`src/verilog/sirq_pkg.sv`:
```
// Shared constants and types for the interrupt vector and status block.
package sirq_pkg;

  // ---------------------------------------------------------------
  // Register offsets
  // ---------------------------------------------------------------
  localparam logic [3:0] ADDR_CMD      = 4'h0;
  localparam logic [3:0] ADDR_SPEC     = 4'h1;
  localparam logic [3:0] ADDR_VEC_A    = 4'h2;
  localparam logic [3:0] ADDR_VEC_B    = 4'h3;
  localparam logic [3:0] ADDR_VEC_BASE = 4'h4;
  localparam logic [3:0] ADDR_MCTL     = 4'h5;
  localparam logic [3:0] ADDR_STAT     = 4'h6;
  localparam logic [3:0] ADDR_CLR      = 4'h7;
  localparam logic [3:0] ADDR_EN       = 4'h8;
  localparam logic [3:0] ADDR_TXD      = 4'h9;
  localparam logic [3:0] ADDR_RXD      = 4'hA;

  // ---------------------------------------------------------------
  // Command field and codes
  // ---------------------------------------------------------------
  localparam int         CMD_LSB    = 3;
  localparam logic [2:0] CMD_RST_TX = 3'h5;
  localparam logic [2:0] CMD_ERR_RST = 3'h6;

  // ---------------------------------------------------------------
  // Field positions
  // ---------------------------------------------------------------
  localparam int MIE_BIT   = 3;
  localparam int NSRC      = 3;
  localparam int SRC_TX    = 0;
  localparam int SRC_RX    = 1;
  localparam int SRC_SP    = 2;
  localparam int SPEC_RXAV = 0;
  localparam int SPEC_TXE  = 2;
  localparam int SPEC_PAR  = 4;
  localparam int SPEC_OVR  = 5;
  localparam int SPEC_FRM  = 6;
  localparam int VEC_ST_LSB = 4;

  // ---------------------------------------------------------------
  // Vector status codes and reset values
  // ---------------------------------------------------------------
  localparam logic [2:0] ST_NONE  = 3'h0;
  localparam logic [2:0] ST_TX    = 3'h1;
  localparam logic [2:0] ST_RX    = 3'h2;
  localparam logic [2:0] ST_SP    = 3'h3;
  localparam logic [7:0] VEC_RST  = 8'h00;
  localparam logic [7:0] MCTL_RST = 8'h00;
  localparam logic [2:0] EN_RST   = 3'h0;

  typedef enum logic [1:0] {TX_DISARMED, TX_LOADED, TX_ARMED} tx_state_e;

endpackage

```
`src/verilog/sirq_flags.sv`:
```
// Bank of sticky pending flags where a set beats a simultaneous clear.
module sirq_flags #(
  parameter int N = 3
) (
  // Clock and reset
  input  wire logic         clk,
  input  wire logic         sys_rst,
  // Flag control
  input  wire logic [N-1:0] set,
  input  wire logic [N-1:0] clr,
  // Flag state
  output logic      [N-1:0] q
);

  genvar i;
  generate
    for (i = 0; i < N; i++) begin : g_flag
      always_ff @(posedge clk) begin
        if (sys_rst) begin
          q[i] <= 1'b0;
        end else if (set[i]) begin
          q[i] <= 1'b1;
        end else if (clr[i]) begin
          q[i] <= 1'b0;
        end
      end

    end
  endgenerate
endmodule

```
`src/verilog/sirq_vec_enc.sv`:
```
// Priority encoder that turns pending sources into the vector status code.
module sirq_vec_enc (
  // Pending sources
  input  wire logic [sirq_pkg::NSRC-1:0] ip,
  // Status code
  output logic      [2:0]                code
);

  // Special conditions outrank received data, which outranks transmit.
  function automatic logic [2:0] prio(input logic [sirq_pkg::NSRC-1:0] p);
    if (p[sirq_pkg::SRC_SP]) begin
      return sirq_pkg::ST_SP;
    end else if (p[sirq_pkg::SRC_RX]) begin
      return sirq_pkg::ST_RX;
    end else if (p[sirq_pkg::SRC_TX]) begin
      return sirq_pkg::ST_TX;
    end
    return sirq_pkg::ST_NONE;
  endfunction

  always_comb begin
    code = prio(ip);
  end

endmodule

```
`src/verilog/sirq_vector_status.sv`:
```
// Interrupt pending, status vector and master enable logic of the serial channel.
// Summary of operation
// Start with transmit and receive buffers empty.
// No transmit interrupt before first character write.
// Transmit pending set as each character loads. The design does not set it when a new character is written in the same cycle.
// Reset-transmit command clears pending, disarms transmit.
// Channel B vector read includes status bits.
// Status encodes highest-priority pending source.
// After clearing, next pending source is shown.
// Host may loop over vector reads freely.
// Master enable clear forces interrupt output high.
// Bit 4 transmit empty, bit 5 receive.
// Special condition flags readable by host.
// Framing, overrun, parity raise special condition.
// Master enable is bit 3 of control.
// Servicing a source clears its pending flag.
//
// The plain strobed port and the placing of the registers are this design's own decisions.
module sirq_vector_status (
  // Clock and reset
  input  wire logic       clk,
  input  wire logic       sys_rst,
  // Register port
  input  wire logic [3:0] addr,
  input  wire logic [7:0] wdata,
  input  wire logic       wr_en,
  input  wire logic       rd_en,
  output logic      [7:0] rdata,
  // Receive character engine
  input  wire logic       rx_char_valid,
  input  wire logic [7:0] rx_char,
  input  wire logic       rx_framing_err,
  input  wire logic       rx_parity_err,
  // Transmit character engine
  input  wire logic       tx_shift_ready,
  output logic            tx_load,
  output logic      [7:0] tx_data,
  // Interrupt request
  output logic            irq_output_n
);

  // ---------------------------------------------------------------
  // Address decode
  // ---------------------------------------------------------------
  function automatic logic acc(input logic stb, input logic [3:0] a,
                               input logic [3:0] off);
    return stb && (a == off);
  endfunction

  logic                     wr_cmd;
  logic                     rst_tx_cmd;
  logic                     err_rst_cmd;
  logic                     wr_txd;
  logic                     rd_rxd;
  logic [sirq_pkg::NSRC-1:0] clr_w;

  assign wr_cmd      = acc(wr_en, addr, sirq_pkg::ADDR_CMD);
  assign rst_tx_cmd  = wr_cmd && (wdata[sirq_pkg::CMD_LSB +: 3] == sirq_pkg::CMD_RST_TX);
  assign err_rst_cmd = wr_cmd && (wdata[sirq_pkg::CMD_LSB +: 3] == sirq_pkg::CMD_ERR_RST);
  assign wr_txd      = acc(wr_en, addr, sirq_pkg::ADDR_TXD);
  assign rd_rxd      = acc(rd_en, addr, sirq_pkg::ADDR_RXD);
  assign clr_w       = acc(wr_en, addr, sirq_pkg::ADDR_CLR) ?
                       wdata[sirq_pkg::NSRC-1:0] : '0;

  // ---------------------------------------------------------------
  // Software registers
  // ---------------------------------------------------------------
  logic [7:0]                vec_base_r;
  logic [7:0]                mctl_r;
  logic [sirq_pkg::NSRC-1:0] en_r;

  always_ff @(posedge clk) begin
    if (sys_rst) begin
      vec_base_r <= sirq_pkg::VEC_RST;
    end else if (acc(wr_en, addr, sirq_pkg::ADDR_VEC_BASE)) begin
      vec_base_r <= wdata;
    end
  end

  always_ff @(posedge clk) begin
    if (sys_rst) begin
      mctl_r <= sirq_pkg::MCTL_RST;
    end else if (acc(wr_en, addr, sirq_pkg::ADDR_MCTL)) begin
      mctl_r <= wdata;
    end
  end

  always_ff @(posedge clk) begin
    if (sys_rst) begin
      en_r <= sirq_pkg::EN_RST;
    end else if (acc(wr_en, addr, sirq_pkg::ADDR_EN)) begin
      en_r <= wdata[sirq_pkg::NSRC-1:0];
    end
  end

  // ---------------------------------------------------------------
  // Transmit holding buffer
  // ---------------------------------------------------------------
  // A disarmed transmitter stays silent until software writes a new
  // character, so a drained message does not keep interrupting.
  sirq_pkg::tx_state_e tx_state_r;
  logic [7:0]          tx_hold_r;
  logic                tx_load_r;
  logic [7:0]          tx_data_r;
  logic                tx_move;
  logic                tx_set;

  assign tx_move = (tx_state_r == sirq_pkg::TX_LOADED) && tx_shift_ready;
  // A refill in the same cycle keeps the buffer full, so no empty event.
  assign tx_set  = tx_move && !wr_txd;

  always_ff @(posedge clk) begin
    if (sys_rst) begin
      tx_state_r <= sirq_pkg::TX_DISARMED;
    end else begin
      case (tx_state_r)
        sirq_pkg::TX_DISARMED: begin
          if (wr_txd) begin
            tx_state_r <= sirq_pkg::TX_LOADED;
          end
        end
        sirq_pkg::TX_LOADED: begin
          if (tx_move && !wr_txd) begin
            tx_state_r <= sirq_pkg::TX_ARMED;
          end
        end
        sirq_pkg::TX_ARMED: begin
          if (wr_txd) begin
            tx_state_r <= sirq_pkg::TX_LOADED;
          end else if (rst_tx_cmd) begin
            tx_state_r <= sirq_pkg::TX_DISARMED;
          end
        end
        default: begin
          tx_state_r <= sirq_pkg::TX_DISARMED;
        end
      endcase
    end
  end

  always_ff @(posedge clk) begin
    if (sys_rst) begin
      tx_hold_r <= 8'h00;
    end else if (wr_txd) begin
      tx_hold_r <= wdata;
    end
  end

  always_ff @(posedge clk) begin
    if (sys_rst) begin
      tx_load_r <= 1'b0;
      tx_data_r <= 8'h00;
    end else begin
      tx_load_r <= tx_move;
      if (tx_move) begin
        tx_data_r <= tx_hold_r;
      end
    end
  end

  // ---------------------------------------------------------------
  // Receive buffer and special conditions
  // ---------------------------------------------------------------
  logic       rx_full_r;
  logic [7:0] rx_data_r;
  logic       frm_r;
  logic       par_r;
  logic       ovr_r;
  logic       ovr_now;
  logic       sp_set;

  assign ovr_now = rx_char_valid && rx_full_r && !rd_rxd;
  assign sp_set  = rx_char_valid && (rx_framing_err || rx_parity_err || ovr_now);

  always_ff @(posedge clk) begin
    if (sys_rst) begin
      rx_full_r <= 1'b0;
    end else if (rx_char_valid) begin
      rx_full_r <= 1'b1;
    end else if (rd_rxd) begin
      rx_full_r <= 1'b0;
    end
  end

  // The suspect character is still stored so that software can drain it.
  always_ff @(posedge clk) begin
    if (sys_rst) begin
      rx_data_r <= 8'h00;
    end else if (rx_char_valid) begin
      rx_data_r <= rx_char;
    end
  end

  always_ff @(posedge clk) begin
    if (sys_rst) begin
      frm_r <= 1'b0;
      par_r <= 1'b0;
      ovr_r <= 1'b0;
    end else begin
      if (rx_char_valid && rx_framing_err) begin
        frm_r <= 1'b1;
      end else if (err_rst_cmd) begin
        frm_r <= 1'b0;
      end
      if (rx_char_valid && rx_parity_err) begin
        par_r <= 1'b1;
      end else if (err_rst_cmd) begin
        par_r <= 1'b0;
      end
      if (ovr_now) begin
        ovr_r <= 1'b1;
      end else if (err_rst_cmd) begin
        ovr_r <= 1'b0;
      end
    end
  end

  // ---------------------------------------------------------------
  // Pending flags, priority and interrupt output
  // ---------------------------------------------------------------
  logic [sirq_pkg::NSRC-1:0] set_w;
  logic [sirq_pkg::NSRC-1:0] svc_w;
  logic [sirq_pkg::NSRC-1:0] pend;
  logic [sirq_pkg::NSRC-1:0] ip_w;
  logic [2:0]                st_code;
  logic                      irq_n_r;

  always_comb begin
    set_w                   = '0;
    set_w[sirq_pkg::SRC_TX] = tx_set;
    set_w[sirq_pkg::SRC_RX] = rx_char_valid;
    set_w[sirq_pkg::SRC_SP] = sp_set;
    svc_w                   = clr_w;
    svc_w[sirq_pkg::SRC_TX] = clr_w[sirq_pkg::SRC_TX] || wr_txd || rst_tx_cmd;
    svc_w[sirq_pkg::SRC_RX] = clr_w[sirq_pkg::SRC_RX] || rd_rxd;
    svc_w[sirq_pkg::SRC_SP] = clr_w[sirq_pkg::SRC_SP] || err_rst_cmd;
  end

  sirq_flags #(
    .N(sirq_pkg::NSRC)
  ) u_flags (
    .clk    (clk),
    .sys_rst(sys_rst),
    .set    (set_w),
    .clr    (svc_w),
    .q      (pend)
  );

  assign ip_w = pend & en_r;

  sirq_vec_enc u_enc (
    .ip  (ip_w),
    .code(st_code)
  );

  always_ff @(posedge clk) begin
    if (sys_rst) begin
      irq_n_r <= 1'b1;
    end else begin
      irq_n_r <= !(mctl_r[sirq_pkg::MIE_BIT] && (|ip_w));
    end
  end

  // ---------------------------------------------------------------
  // Read path
  // ---------------------------------------------------------------
  logic [7:0] spec_w;
  logic [7:0] vec_b_w;
  logic [7:0] rd_val;
  logic [7:0] rdata_r;

  always_comb begin
    spec_w                     = 8'h00;
    spec_w[sirq_pkg::SPEC_RXAV] = rx_full_r;
    spec_w[sirq_pkg::SPEC_TXE]  = (tx_state_r != sirq_pkg::TX_LOADED);
    spec_w[sirq_pkg::SPEC_PAR]  = par_r;
    spec_w[sirq_pkg::SPEC_OVR]  = ovr_r;
    spec_w[sirq_pkg::SPEC_FRM]  = frm_r;
    vec_b_w                                = vec_base_r;
    vec_b_w[sirq_pkg::VEC_ST_LSB +: 3]     = st_code;
  end

  always_comb begin
    case (addr)
      sirq_pkg::ADDR_SPEC:     rd_val = spec_w;
      sirq_pkg::ADDR_VEC_A:    rd_val = vec_base_r;
      sirq_pkg::ADDR_VEC_B:    rd_val = vec_b_w;
      sirq_pkg::ADDR_VEC_BASE: rd_val = vec_base_r;
      sirq_pkg::ADDR_MCTL:     rd_val = mctl_r;
      sirq_pkg::ADDR_STAT:     rd_val = {5'h00, pend};
      sirq_pkg::ADDR_EN:       rd_val = {5'h00, en_r};
      sirq_pkg::ADDR_RXD:      rd_val = rx_data_r;
      default:                 rd_val = 8'h00;
    endcase
  end

  // Data stand only in the cycle after the strobe; otherwise zero.
  always_ff @(posedge clk) begin
    if (sys_rst) begin
      rdata_r <= 8'h00;
    end else if (rd_en) begin
      rdata_r <= rd_val;
    end else begin
      rdata_r <= 8'h00;
    end
  end

  assign rdata        = rdata_r;
  assign tx_load      = tx_load_r;
  assign tx_data      = tx_data_r;
  assign irq_output_n = irq_n_r;
endmodule

```
`config.mk`:
```
export PLATFORM = sky130hd
export DESIGN_NAME = sirq_vector_status
export DESIGN_NICKNAME = d
export VERILOG_FILES = /design/src/verilog/sirq_pkg.sv /design/src/verilog/sirq_flags.sv /design/src/verilog/sirq_vec_enc.sv /design/src/verilog/sirq_vector_status.sv
export SDC_FILE = /design/constraint.sdc
export NUM_CORES = 1
export LEC_CHECK = 0
export CAP_MARGIN = 25
export CORE_MARGIN = 5
export CORE_UTILIZATION = 55
export CTS_CLUSTER_SIZE = 14
export DETAILED_ROUTE_END_ITERATION = 10
export DONT_BUFFER_PORTS = 1
export HOLD_SLACK_MARGIN = 0.1
export PLACE_DENSITY = 0.83
export SLEW_MARGIN = 20
export SYNTH_ARGS = -nofsm -noshare
export SYNTH_HDL_FRONTEND = slang
export SYNTH_SLANG_ARGS = --single-unit
```
`constraint.sdc`:
```
create_clock -name clk -period 1.5 [get_ports clk]
set_clock_uncertainty 0.05 [all_clocks]
set_input_delay 0.3 -clock clk [delete_from_list [all_inputs] [get_ports clk]]
set_output_delay 0.3 -clock clk [all_outputs]
set_load 0.01 [all_outputs]
```
# ---- Yosys cells after proc, flatten, opt, wreduce, memory -nomap -nowiden
# Index checks and enable logic that the tools add are counted.
# W data, S select, Z words.
dict set report totals {
  regBits 62
  inputBits 28
  output_inout_bits 18
  word_cells 102
}
dict set report classes {
  eq_ne 18
  muxes 26
  n_bitwise 2
  reduce_logical 39
}
# cell count
set op_table {}
lappend op_table {{$pmux W8 S7} 1}
lappend op_table {{$logic_and A1 B1 Y1} 17}
lappend op_table {{$eq A4 B3 Y1 const B} 4}
lappend op_table {{$mux W1} 15}
lappend op_table {{$mux W3} 5}
lappend op_table {{$reduce_bool A2 Y1} 7}
lappend op_table {{$eq A4 B4 Y1 const B} 3}
lappend op_table {{$eq A4 B2 Y1 const B} 2}
lappend op_table {{$mux W2} 4}
lappend op_table {{$eq A3 B3 Y1 const B} 2}
lappend op_table {{$logic_or A1 B1 Y1} 6}
lappend op_table {{$pmux W2 S3} 1}
lappend op_table {{$eq A4 B1 Y1 const B} 1}
lappend op_table {{$logic_not A4 Y1} 1}
lappend op_table {{$ne A2 B2 Y1 const B} 2}
lappend op_table {{$reduce_or A2 Y1} 2}
lappend op_table {{$and A3 B3 Y3} 1}
lappend op_table {{$logic_not A1 Y1} 3}
lappend op_table {{$ne A3 B3 Y1 const B} 1}
lappend op_table {{$reduce_and A3 Y1} 1}
lappend op_table {{$reduce_or A3 Y1} 1}
lappend op_table {{$eq A2 B1 Y1 const B} 1}
lappend op_table {{$eq A2 B2 Y1 const B} 1}
lappend op_table {{$logic_not A2 Y1} 1}
lappend op_table {{2 further kinds} 2}

# ---- Logic depth before layout (Yosys ltp)
# Gate-level depths: netlist (run 1).
dict set report depth {
  ltp_word 7
  ltp_mapped 6
  mapped_depth_nobuf 4
}

# ---- Hierarchy
# Synthesis (run 1) repeated with hierarchy kept, for this count alone.
dict set report hier_totals {
  cells_unflattened 291
  hier_area_um2 2712.6
}
# module n_inst cells_each area_each_um2 seq_area_each_um2
set by_module_without_submodules {}
lappend by_module_without_submodules {sirq_vector_status 1 274 2578.7 1181.1}
lappend by_module_without_submodules {sirq_flags 1 12 105.1 60.1}
lappend by_module_without_submodules {sirq_vec_enc 1 5 28.8 0.0}

# ---- Worst setup path before layout (run 1)
# No wires, ideal clock.
dict set report synth_path {
  path_kind {input to register}
  from {in addr[2]}
  to {reg vec_base_r[7]}
  arrival_ns 1.327
  t_required_ns 1.322
  slack_ns -0.004
  stages 6
  path_cell_list {buf_4 nand2b_4 or4b_1 buf_4 mux2i_1 nor2_1}
}
dict set report synth_via {
  elab_chain_cells 2
}
# item line_no
set synth_rtl {}
lappend synth_rtl {{start: declaration} sirq_vector_status.sv:24} ;# input wire logic [3:0] addr,
lappend synth_rtl {{$eq A4 B3 Y1} sirq_vector_status.sv:47} ;# return stb && (a == off);
lappend synth_rtl {{$logic_and A1 B1 Y1} sirq_vector_status.sv:47}
lappend synth_rtl {{end signal: assignment} sirq_vector_status.sv:74} ;# vec_base_r <= sirq_pkg::VEC_RST;
lappend synth_rtl {{end signal: assignment} sirq_vector_status.sv:76} ;# vec_base_r <= wdata;
lappend synth_rtl {{end: declaration} sirq_vector_status.sv:68} ;# logic [7:0] vec_base_r;
# Every way passes these cells.
# A chain may end at the register's enable or synchronous reset.

==> impl_metrics.py, run 1 <==
metrics = {
    "drt": {
        "top_layer": "met4",
        "routedWlPerCell_um": 19.1,
        "vias": 2367,
        "drt_iter0_drc": 442,
        "dr_wl_met2_mm": 3.43,
        "ant_nets": 0,
        "routed_wl_mm": 7.16,
        "wl_met1_mm": 2.70,
        "drc": 0,
        "dr.pass1.iters": 6,
        "wl_met3_um": 801,
        "viasPerCell": 6.33,
    },
    "synthesis": {
        "synth_edf_count": 0,
        "postSynth.asyncResetShare_pct": 0,
        "yosysUniqueCellTypes": 48,
        "syn_inst": 287,
        "ys_warn_count": 0,
        "synthFlopType": "dfxtp_1",
        "mappedNetlistArea_mm2": 0.00259,
        "syn_avg_cell_area_um2": 9.03,
        "yosysSeqAreaShare_pct": 47.9,
        "syn_nets": 315,
        "ys_ff_latch": 62,
    },
    "finish": {
        "final.fill_count": 353,
        "seqCellArea_mm2": 0.00124,
        "fin_nets": 343,
        "stdcell_count": 374,
        "drive_above_1_share_pct": 11.6,
        "antennaDiodeCount": 0,
        "multi_input_area_mm2": 0.00124,
        "area_growth_pct": 22.1,
    },
    "critical_path": {
        "path_max_fanout": 1,
        "critPathSlowestCell": "dlygate4sd3_1",
        "crit_type": "in2reg",
        "cp.arrival_ps": 1570,
        "cp-start-kind": "input pin",
        "cp_num_buf_inv": 2,
        "crit_chain": "dlygate4sd3_1 > mux2i_1 > dlygate4sd3_1 > nor2_1",
        "critical_path.top_delay_family": "buffers and inverters",
        "reg2reg_depth": 4,
        "end_kind": "flop",
        "cp.required_ps": 1680,
        "crit_path_frequent_cell": "dlygate4sd3_1",
        "crit_cells": 4,
        "slowest_delay_ps": 560,
    },
    "status": {
        "status": "completed",
    },
    "global_route": {
        "grt_pass1_wl_mm": 11.8,
        "grt_max_degree": 51,
        "grt_overflow_total": 0,
        "grt_pass1_vias": 2393,
        "grt_antenna_before_repair": 0,
        "grt_util_all_layers_pct": 25.0,
    },
    "placed_design": {
        "dpl.hpwl_mm": 4.32,
        "place_inst": 333,
        "place_congestion": 0.986,
        "port_buffers": 0,
    },
    "hold_path": {
        "hold_path_class": "in2reg",
        "hold_depth": 2,
    },
    "sta": {
        "rsz0062_at_grt": "no",
        "slew_violations": 0,
        "tightest_slew_ps": 527,
        "max_freq_mhz": 719,
        "setup_viol": 0,
        "fin_tns_setup_ps": 0,
        "fin_crit_ps": 1390,
        "period_share_pct": 92.7,
        "relSlewSlack_pct": 64.8,
        "final_hold_viol_count": 0,
    },
    "cts": {
        "cts.htree.levels": 3,
        "cts_sinks": 62,
        "path_clk_slew_ps": 60,
        "worstSkewPairLatency_ps": 340,
        "tritoncts": "built",
        "cts_buffers": 9,
        "cts_buffer_depth": 2,
        "cts_root_buf": "clkbuf_8",
    },
    "floorplanning": {
        "rows": 25,
        "core_area_mm2": 0.00466,
        "die_w_um": 78.6,
        "ioPinCount": 46,
        "fp.dieArea_mm2": 0.00618,
        "initial_utilization_pct": 55.6,
        "die-height_um": 78.6,
    },
    "power_and_ir_drop": {
        "power.switching_mw": 0.776,
        "switching_share_pct": 20.5,
        "p_int_mw": 3.00,
        "peakVddDrop_mv": 0.694,
        "power-per-cell-area_mw_per_mm2": 1190,
        "p_comb_share_pct": 6.5,
        "pwr-share-seq_pct": 45.2,
        "clkPwrFrac_pct": 48.3,
        "p_leak_nw": 1.23,
    },
    "job": {
        "maxCapViolations": 0,
    },
}
[cell families (layout without fill, tap and decap cells)]
kind of cell / Yosys count / in the layout / share of synthesized area (%)
compound gates: 52 / 52 / 13.4
xor+xnor: 1 / 1 / 0.338
buf+inv: 24 / 57 / 4.35
flops: 62 / 62 / 47.9
mux: 30 / 30 / 11.7
simple gates: 118 / 118 / 22.4
[final timing paths]
kind	startpoint	to	slack, ps
worst max-delay path	rx_char[0]	rx_data_r[0]$_SDFFE_PP0P_	110
worst min-delay path	rx_char_valid	rx_data_r[1]$_SDFFE_PP0P_	100
worst max register to register	tx_state_r[0]$_SDFFE_PP0P_	u_flags.q[0]$_SDFFE_PP0P_	150
worst min register to register	tx_hold_r[1]$_SDFFE_PP0P_	tx_hold_r[1]$_SDFFE_PP0P_	410
[power by group through the flow]
| stage | logic (mW) | registers (mW) | clock network, mW |
|---|---|---|---|
| 4_1_cts | 0.238 | 1.71 | 1.83 |
| 3_5_place_dp | 0.142 | 1.74 | 0 |
| 3_3_place_gp | 0.137 | 1.74 | 0 |
| 2_1_floorplan | 0.171 | 1.73 | 0 |
| 5_1_grt | 0.266 | 1.71 | 1.91 |
| 6_report | 0.246 | 1.71 | 1.82 |
[per-layer routing]
metal	global-route usage, %	up-vias
li1	-	1073
met1	29.8	1107
met2	41.2	162
met3	6.77	25
met4	12.8	0
met5	0	-
[cells in the final DEF, fill, tap and decap left out, types with 4 or more instances in the layout]
cell	netlist	layout
a31oi_1	4	4
nor2b_1	4	4
a21oi_1	24	24
clkbuf_8	0	11
dlygate4sd3_1	0	24
a22oi_1	5	5
nand3_1	11	11
a222oi_1	5	5
nor2_1	40	40
dfxtp_1	62	62
nand2_1	35	35
nand4_1	6	6
buf_4	4	12
mux2i_1	28	28
[flip-flops by register name, summed over array words and instances (netlist names)]
name          cells
tx_hold_r         8
frm_r             1
ovr_r             1
rdata             8
tx_load           1
vec_base_r        8
mctl_r            8
par_r             1
tx_data           8
en_r              3
rx_data_r         8
rx_full_r         1
irq_output_n      1
u_flags.q         3
tx_state_r        2
[repair_timing]
action	CTS	global route
endpoints found under the hold margin	52	0
resized for setup	0	2
hold buffers	26	0
setup endpoints to repair	0	3
buffers inserted	0	0
[per-stage QoR]
| stage | utilization (%) | hold slack, ps | worst slack [ps] | total power, mW | area, um2 |
|---|---|---|---|---|---|
| finish | 67.9 | 95.6 | 110 | 3.78 | 3160 |
| global route | 67.9 | 113 | 15.7 | 3.88 | 3160 |
| CTS | 68.0 | 101 | 53.1 | 3.78 | 3170 |
| detailed placement | 56.9 | 324 | 29.2 | 1.88 | 2650 |
| global placement | 56.9 | 324 | 50.0 | 1.88 | 2650 |
| floorplan | - | 345 | 2.33 | 1.91 | 2590 |
[worst reg2reg max path: stages (launching register included)]
cell	delay [ps]
dfxtp_1	350
nor2b_1	290
nand2_1	120
or3_1	370
o21ai_0	90
[cell usage after synthesis (3+ instances only)]
master	n	share of area [%]
dfxtp_1	62	48
nor2_1	40	5.8
nand2_1	35	5.1
mux2i_1	28	11
a21oi_1	24	4.6
nand3_1	11	2.1
clkbuf_1	9	1.3
nand4_1	6	1.4
a222oi_1	5	1.9
a22oi_1	5	1.4
buf_2	5	0.97
a31oi_1	4	0.97
buf_4	4	1.2
nor2b_1	4	0.97
inv_1	3	0.43
nand2b_1	3	0.72
o21ai_0	3	0.58
[area by class of cell]
type	count	share of cell area, %
clock buffer	13	5.02
clock inverter	3	2.85
inverter	4	0.475
multi-input combinational	201	39.2
sequential	62	39.2
tap	54	2.14
timing repair buffer	37	11.1
No activity file was read; power rests on OpenSTA's default activity.
==> inputs of run 2 (changes only) <==
ABC_AREA = 1   (was not set)
SYNTH_HIERARCHICAL = 1   (was not set)
==> impl_metrics.py, run 2 <==
metrics = {
    "synthesis": {
        "syn_avg_cell_area_um2": 6.86,
        "yosysUniqueCellTypes": 22,
        "yosys-top-cells-count": "101 x nand2_1, 78 x nor2_1, 62 x dfxtp_1",
        "postSynth.asyncResetShare_pct": 0,
        "synthFlopType": "dfxtp_1",
        "ys_ff_latch": 62,
        "yosys.cell_count.top_type": "nand2_1",
        "ys_warn_count": 6,
        "synth.area.top_cells": "dfxtp_1 47%, nand2_1 15%, nor2_1 11%, a21oi_1 5.9%, o21ai_0 5.9%",
        "mappedNetlistArea_mm2": 0.00261,
        "syn_inst": 381,
        "synth_top_area_cell": "dfxtp_1",
        "syn_nets": 409,
        "synth_edf_count": 0,
        "yosysSeqAreaShare_pct": 47.5,
        "synth_top_area_share_pct": 47.5,
    },
    "finish": {
        "final.fill_count": 408,
        "antennaDiodeCount": 0,
        "fin_area_mm2": 0.00307,
        "area_growth_pct": 17.6,
        "stdcell_count": 466,
        "layout_commonest_cell": "nand2_1",
        "final_cell_mix": "101 x nand2_1, 78 x nor2_1, 62 x dfxtp_1",
        "final_util_pct": 65.9,
        "drive_above_1_share_pct": 9.71,
        "fin_nets": 435,
    },
    "cts": {
        "cts_hold_buffers": 18,
        "cts_buffer_depth": 2,
        "path_clk_slew_ps": 70,
        "worstSkewPairLatency_ps": 340,
        "cts_root_buf": "clkbuf_8",
        "cts_setup_buffers": 0,
        "cts.repair.resized": 0,
        "tritoncts": "built",
        "cts_sinks": 62,
        "cts_buffers": 9,
        "cts.htree.levels": 3,
    },
    "critical_path": {
        "cp.arrival_ps": 1360,
        "reg2reg_depth": 7,
        "critPathSlowestCell": "dlygate4sd3_1",
        "r2r_start": "tx_state_r[1]$_SDFFE_PP0P_",
        "cp.required_ps": 1660,
        "reg2reg_to": "u_flags/q[0]$_SDFFE_PP0P_",
        "slowest_delay_ps": 950,
        "startpoint": "sys_rst",
        "crit_cells": 2,
        "critical_path.top_delay_family": "buffers and inverters",
        "reg2reg_setup_slack_ps": 370,
        "cp-start-kind": "input pin",
        "crit_path_end": "tx_load$_SDFF_PP0_",
        "crit_type": "in2reg",
        "crit_chain": "dlygate4sd3_1 > nor2_1",
        "path_max_fanout": 17,
        "cp_num_buf_inv": 1,
        "end_kind": "flop",
    },
    "drt": {
        "dr.pass1.iters": 5,
        "ant_nets": 0,
        "drt_iter0_drc": 183,
        "viasPerCell": 5.31,
        "routed_wl_mm": 6.67,
        "routedWlPerCell_um": 14.3,
        "drc": 0,
        "vias": 2475,
    },
    "placed_design": {
        "place_inst": 432,
        "port_buffers": 0,
        "place_congestion": 0.927,
        "postPlaceCellArea_mm2": 0.00268,
        "dpl.hpwl_mm": 4.61,
    },
    "floorplanning": {
        "fp.dieArea_mm2": 0.00623,
        "die-height_um": 78.9,
        "initial_utilization_pct": 56.1,
        "ioPinCount": 46,
        "die_w_um": 78.9,
        "rows": 25,
        "core_area_mm2": 0.00466,
    },
    "global_route": {
        "grt_overflow_total": 0,
        "grt_pass1_vias": 2412,
        "grt_antenna_before_repair": 0,
        "grt_max_degree": 18,
        "grt_util_all_layers_pct": 23.6,
        "grt_pass1_wl_mm": 11.3,
    },
    "sta": {
        "setup_viol": 0,
        "rsz0062_at_grt": "no",
        "fin_crit_ps": 1200,
        "tightest_slew_ps": 644,
        "slew_violations": 0,
        "period_share_pct": 80.0,
        "final_hold_viol_count": 0,
        "max_freq_mhz": 834,
        "relSlewSlack_pct": 56.9,
        "fin_tns_setup_ps": 0,
    },
    "job": {
        "maxCapViolations": 0,
    },
    "power_and_ir_drop": {
        "p_leak_nw": 1.36,
        "power-per-cell-area_mw_per_mm2": 1160,
        "peakVddDrop_mv": 0.857,
    },
    "hold_path": {
        "hold_path_class": "in2reg",
    },
    "status": {
        "status": "completed",
    },
}
==> run 2: changes by cell type in the layout (fill, tap and decap cells not counted), moves of 6 or more <==
cell / previous run / this run
a21oi_1: 24 / 31
dlygate4sd3_1: 24 / 18
inv_1: 3 / 25
mux2i_1: 28 / 0
nand2_1: 35 / 101
nand3_1: 11 / 17
nand4_1: 6 / 0
nor2_1: 40 / 78
o21ai_0: 3 / 31
==> run 2: worst min path at each step <==
stage             startpoint                         to  slack (ps)  cells past startpoint
5_1_grt        rx_char_valid  rx_data_r[3]$_SDFFE_PP0P_         130                      2
4_1_cts        rx_char_valid  rx_data_r[3]$_SDFFE_PP0P_         100                      2
3_3_place_gp         sys_rst  u_flags/q[2]$_SDFFE_PP0P_         320                      1
6_report       rx_char_valid  rx_data_r[3]$_SDFFE_PP0P_         110                      2
3_5_place_dp         sys_rst  u_flags/q[1]$_SDFFE_PP0P_         320                      1
2_1_floorplan        sys_rst    tx_data[0]$_SDFFE_PP0P_         320                      1
==> run 2: final cells by class <==
type	count	area, um2	share of cell area, %
well taps	54	67.6	2.20
multi-input cells	276	1190	38.8
inverters	33	125	4.07
clock buffers	10	128	4.15
repair buffers	25	233	7.57
flip-flops and latches	62	1240	40.4
clock inverters	6	86.3	2.81
==> run 2: metrics by stage <==
step                hold slack, ps  power, mW  setup slack [ps]
floorplan                      319       1.89               319
global placement               321       1.92               194
detailed placement             323       1.93               135
CTS                            102       3.57               305
global route                   131       3.69               240
finish                         106       3.57               300
==> run 2: cells by family (layout without fill, tap and decap cells) <==
group	Yosys count	in the layout	synth area share (%)
flip-flops	62	62	47.5
AND/OR/NAND/NOR	209	209	32.8
other	1	1	0.143
AO/OA/AOI/OAI	66	66	12.6
buffers and inverters	43	74	6.89
==> run 2: power breakdown <==
| group | total (mW) | internal [mW] | leakage (nW) | switching, mW |
|---|---|---|---|---|
| sequential | 1.72 | 1.69 | 0.504 | 0.0288 |
| clock | 1.62 | 0.933 | 0.106 | 0.686 |
| combinational | 0.233 | 0.0911 | 0.748 | 0.142 |
==> run 2: worst reg2reg max path: stages (launching register included) <==
cell and delay, ps:
dfxtp_1 330, inv_1 120, nand3_2 90, inv_2 160, nand2_4 80, inv_1 60, inv_1 30, a21oi_1 140
==> run 2: layer usage <==
metal	wire length, um	vias up	GRT usage, %
met4	111	0	10.3
met2	3260	95	40.6
met1	2830	1121	28.2
met5	0	-	0
met3	459	12	5.22
li1	-	1247	-
==> inputs of run 3 (changes only) <==
PLACE_DENSITY = 0.8   (was 0.83)
clock period = 1.2 ns   (was 1.5 ns; I/O delays follow)
==> impl_metrics.py, run 3 (same netlist as run 2, synthesis figures left out) <==
metrics = {
    "cts": {
        "cts_setup_buffers": 0,
        "cts_sinks": 62,
        "worstSkewPairLatency_ps": 340,
        "cts.htree.levels": 3,
        "cts_buffer_depth": 2,
        "tritoncts": "built",
        "path_clk_slew_ps": 70,
        "cts_root_buf": "clkbuf_8",
        "cts_buffers": 9,
    },
    "critical_path": {
        "cp-start-kind": "input pin",
        "reg2reg_depth": 9,
        "critPathSlowestCell": "dlygate4sd3_1",
        "end_kind": "flop",
        "cp_num_buf_inv": 1,
        "slowest_delay_ps": 950,
        "cp.arrival_ps": 1300,
        "reg2reg_setup_slack_ps": 90,
        "critical_path.top_delay_family": "buffers and inverters",
        "crit_type": "in2reg",
        "startpoint": "sys_rst",
        "path_max_fanout": 17,
        "crit_path_end": "u_flags/q[0]$_SDFFE_PP0P_",
        "crit_chain": "dlygate4sd3_1 > a21oi_1",
        "r2r_start": "u_flags/q[1]$_SDFFE_PP0P_",
        "reg2reg_to": "rdata[4]$_SDFF_PP0_",
        "cp.required_ps": 1340,
        "crit_cells": 2,
    },
    "power_and_ir_drop": {
        "power.switching_mw": 1.03,
        "p_int_mw": 3.42,
        "p_comb_share_pct": 7.3,
        "switching_share_pct": 23.2,
        "peakVddDrop_mv": 1.43,
        "power-per-cell-area_mw_per_mm2": 1390,
        "p_total_mw": 4.46,
        "p_leak_nw": 1.42,
        "clkPwrFrac_pct": 44.5,
        "pwr-share-seq_pct": 48.2,
    },
    "placed_design": {
        "place_congestion": 0.920,
        "pre_cts_ws_ps": -61.9,
        "postPlaceCellArea_mm2": 0.00277,
        "port_buffers": 0,
        "place_inst": 441,
        "dpl.hpwl_mm": 4.69,
    },
    "finish": {
        "fin_nets": 447,
        "final_util_pct": 68.6,
        "area_growth_pct": 22.4,
        "drive_above_1_share_pct": 11.8,
        "layout_commonest_cell": "nand2_1",
        "stdcell_count": 478,
        "antennaDiodeCount": 0,
        "fin_area_mm2": 0.00320,
        "final_cell_mix": "101 x nand2_1, 78 x nor2_1, 62 x dfxtp_1",
    },
    "global_route": {
        "grt_max_degree": 30,
        "grt_antenna_before_repair": 0,
        "grt_pass1_vias": 2406,
        "grt_pass1_wl_mm": 10.8,
        "grt_util_all_layers_pct": 22.8,
        "grt_overflow_total": 0,
    },
    "drt": {
        "dr.pass1.iters": 4,
        "drt_iter0_drc": 249,
        "ant_nets": 0,
        "viasPerCell": 5.24,
        "routed_wl_mm": 6.40,
        "vias": 2506,
        "routedWlPerCell_um": 13.4,
        "drc": 0,
    },
    "floorplanning": {
        "die-height_um": 78.9,
        "die_w_um": 78.9,
        "rows": 25,
        "fp.dieArea_mm2": 0.00623,
        "initial_utilization_pct": 56.1,
        "core_area_mm2": 0.00466,
        "ioPinCount": 46,
    },
    "sta": {
        "fin_tns_setup_ps": 0,
        "max_freq_mhz": 861,
        "tightest_slew_ps": 650,
        "final_hold_viol_count": 0,
        "period_share_pct": 96.8,
        "setup_ws_ps": 38.4,
        "hold_ws_ps": 121,
        "setup_viol": 0,
        "rsz0062_at_grt": "no",
        "slew_violations": 0,
        "fin_crit_ps": 1160,
        "relSlewSlack_pct": 56.5,
    },
    "status": {
        "status": "completed",
    },
    "job": {
        "maxCapViolations": 0,
    },
    "hold_path": {
        "hold_path_class": "in2reg",
    },
}
[run 3: cell type report]
type                            instances  area [um2]
Fill cell                             391        1460
Sequential cell                        62        1240
Multi-Input combinational cell        276        1190
Timing Repair Buffer                   37         355
Clock buffer                           10         128
Inverter                               33         128
Clock inverter                          6        86.3
Tap cell                               54        67.6
[run 3: repair_timing]
item                                    in CTS  in global routing
hold buffers                                21                  0
resized for setup                            0                  2
endpoints found under the setup margin       0                  2
hold endpoints to repair                    47                  0
[run 3: power by group through the flow]
stage | Combinational, mW | Sequential [mW] | Clock [mW]
2_1_floorplan | 0.179 | 2.19 | 0
3_3_place_gp | 0.235 | 2.19 | 0
6_report | 0.325 | 2.15 | 1.98
3_5_place_dp | 0.242 | 2.20 | 0
5_1_grt | 0.362 | 2.16 | 2.15
4_1_cts | 0.321 | 2.15 | 2.01
[run 3: layer usage]
layer | GRT usage (%) | part of all wire (%) | vias up
met1 | 26.1 | 43 | 1125
li1 | - | - | 1270
met2 | 36.4 | 46 | 93
met3 | 8.73 | 7.6 | 18
met5 | 0 | 0 | -
met4 | 13.1 | 3.0 | 0
[run 3: worst min path at each step]
stage             startpoint                        end  slack (ps)  depth (start not counted)
2_1_floorplan        sys_rst    tx_data[0]$_SDFFE_PP0P_         260                          1
3_3_place_gp         sys_rst    tx_data[6]$_SDFFE_PP0P_         260                          1
3_5_place_dp         sys_rst    tx_data[2]$_SDFFE_PP0P_         260                          1
4_1_cts             wdata[1]  u_flags/q[1]$_SDFFE_PP0P_         110                          5
5_1_grt        rx_char_valid     rx_full_r$_SDFFE_PP0P_         130                          2
6_report       rx_char_valid     rx_full_r$_SDFFE_PP0P_         120                          2
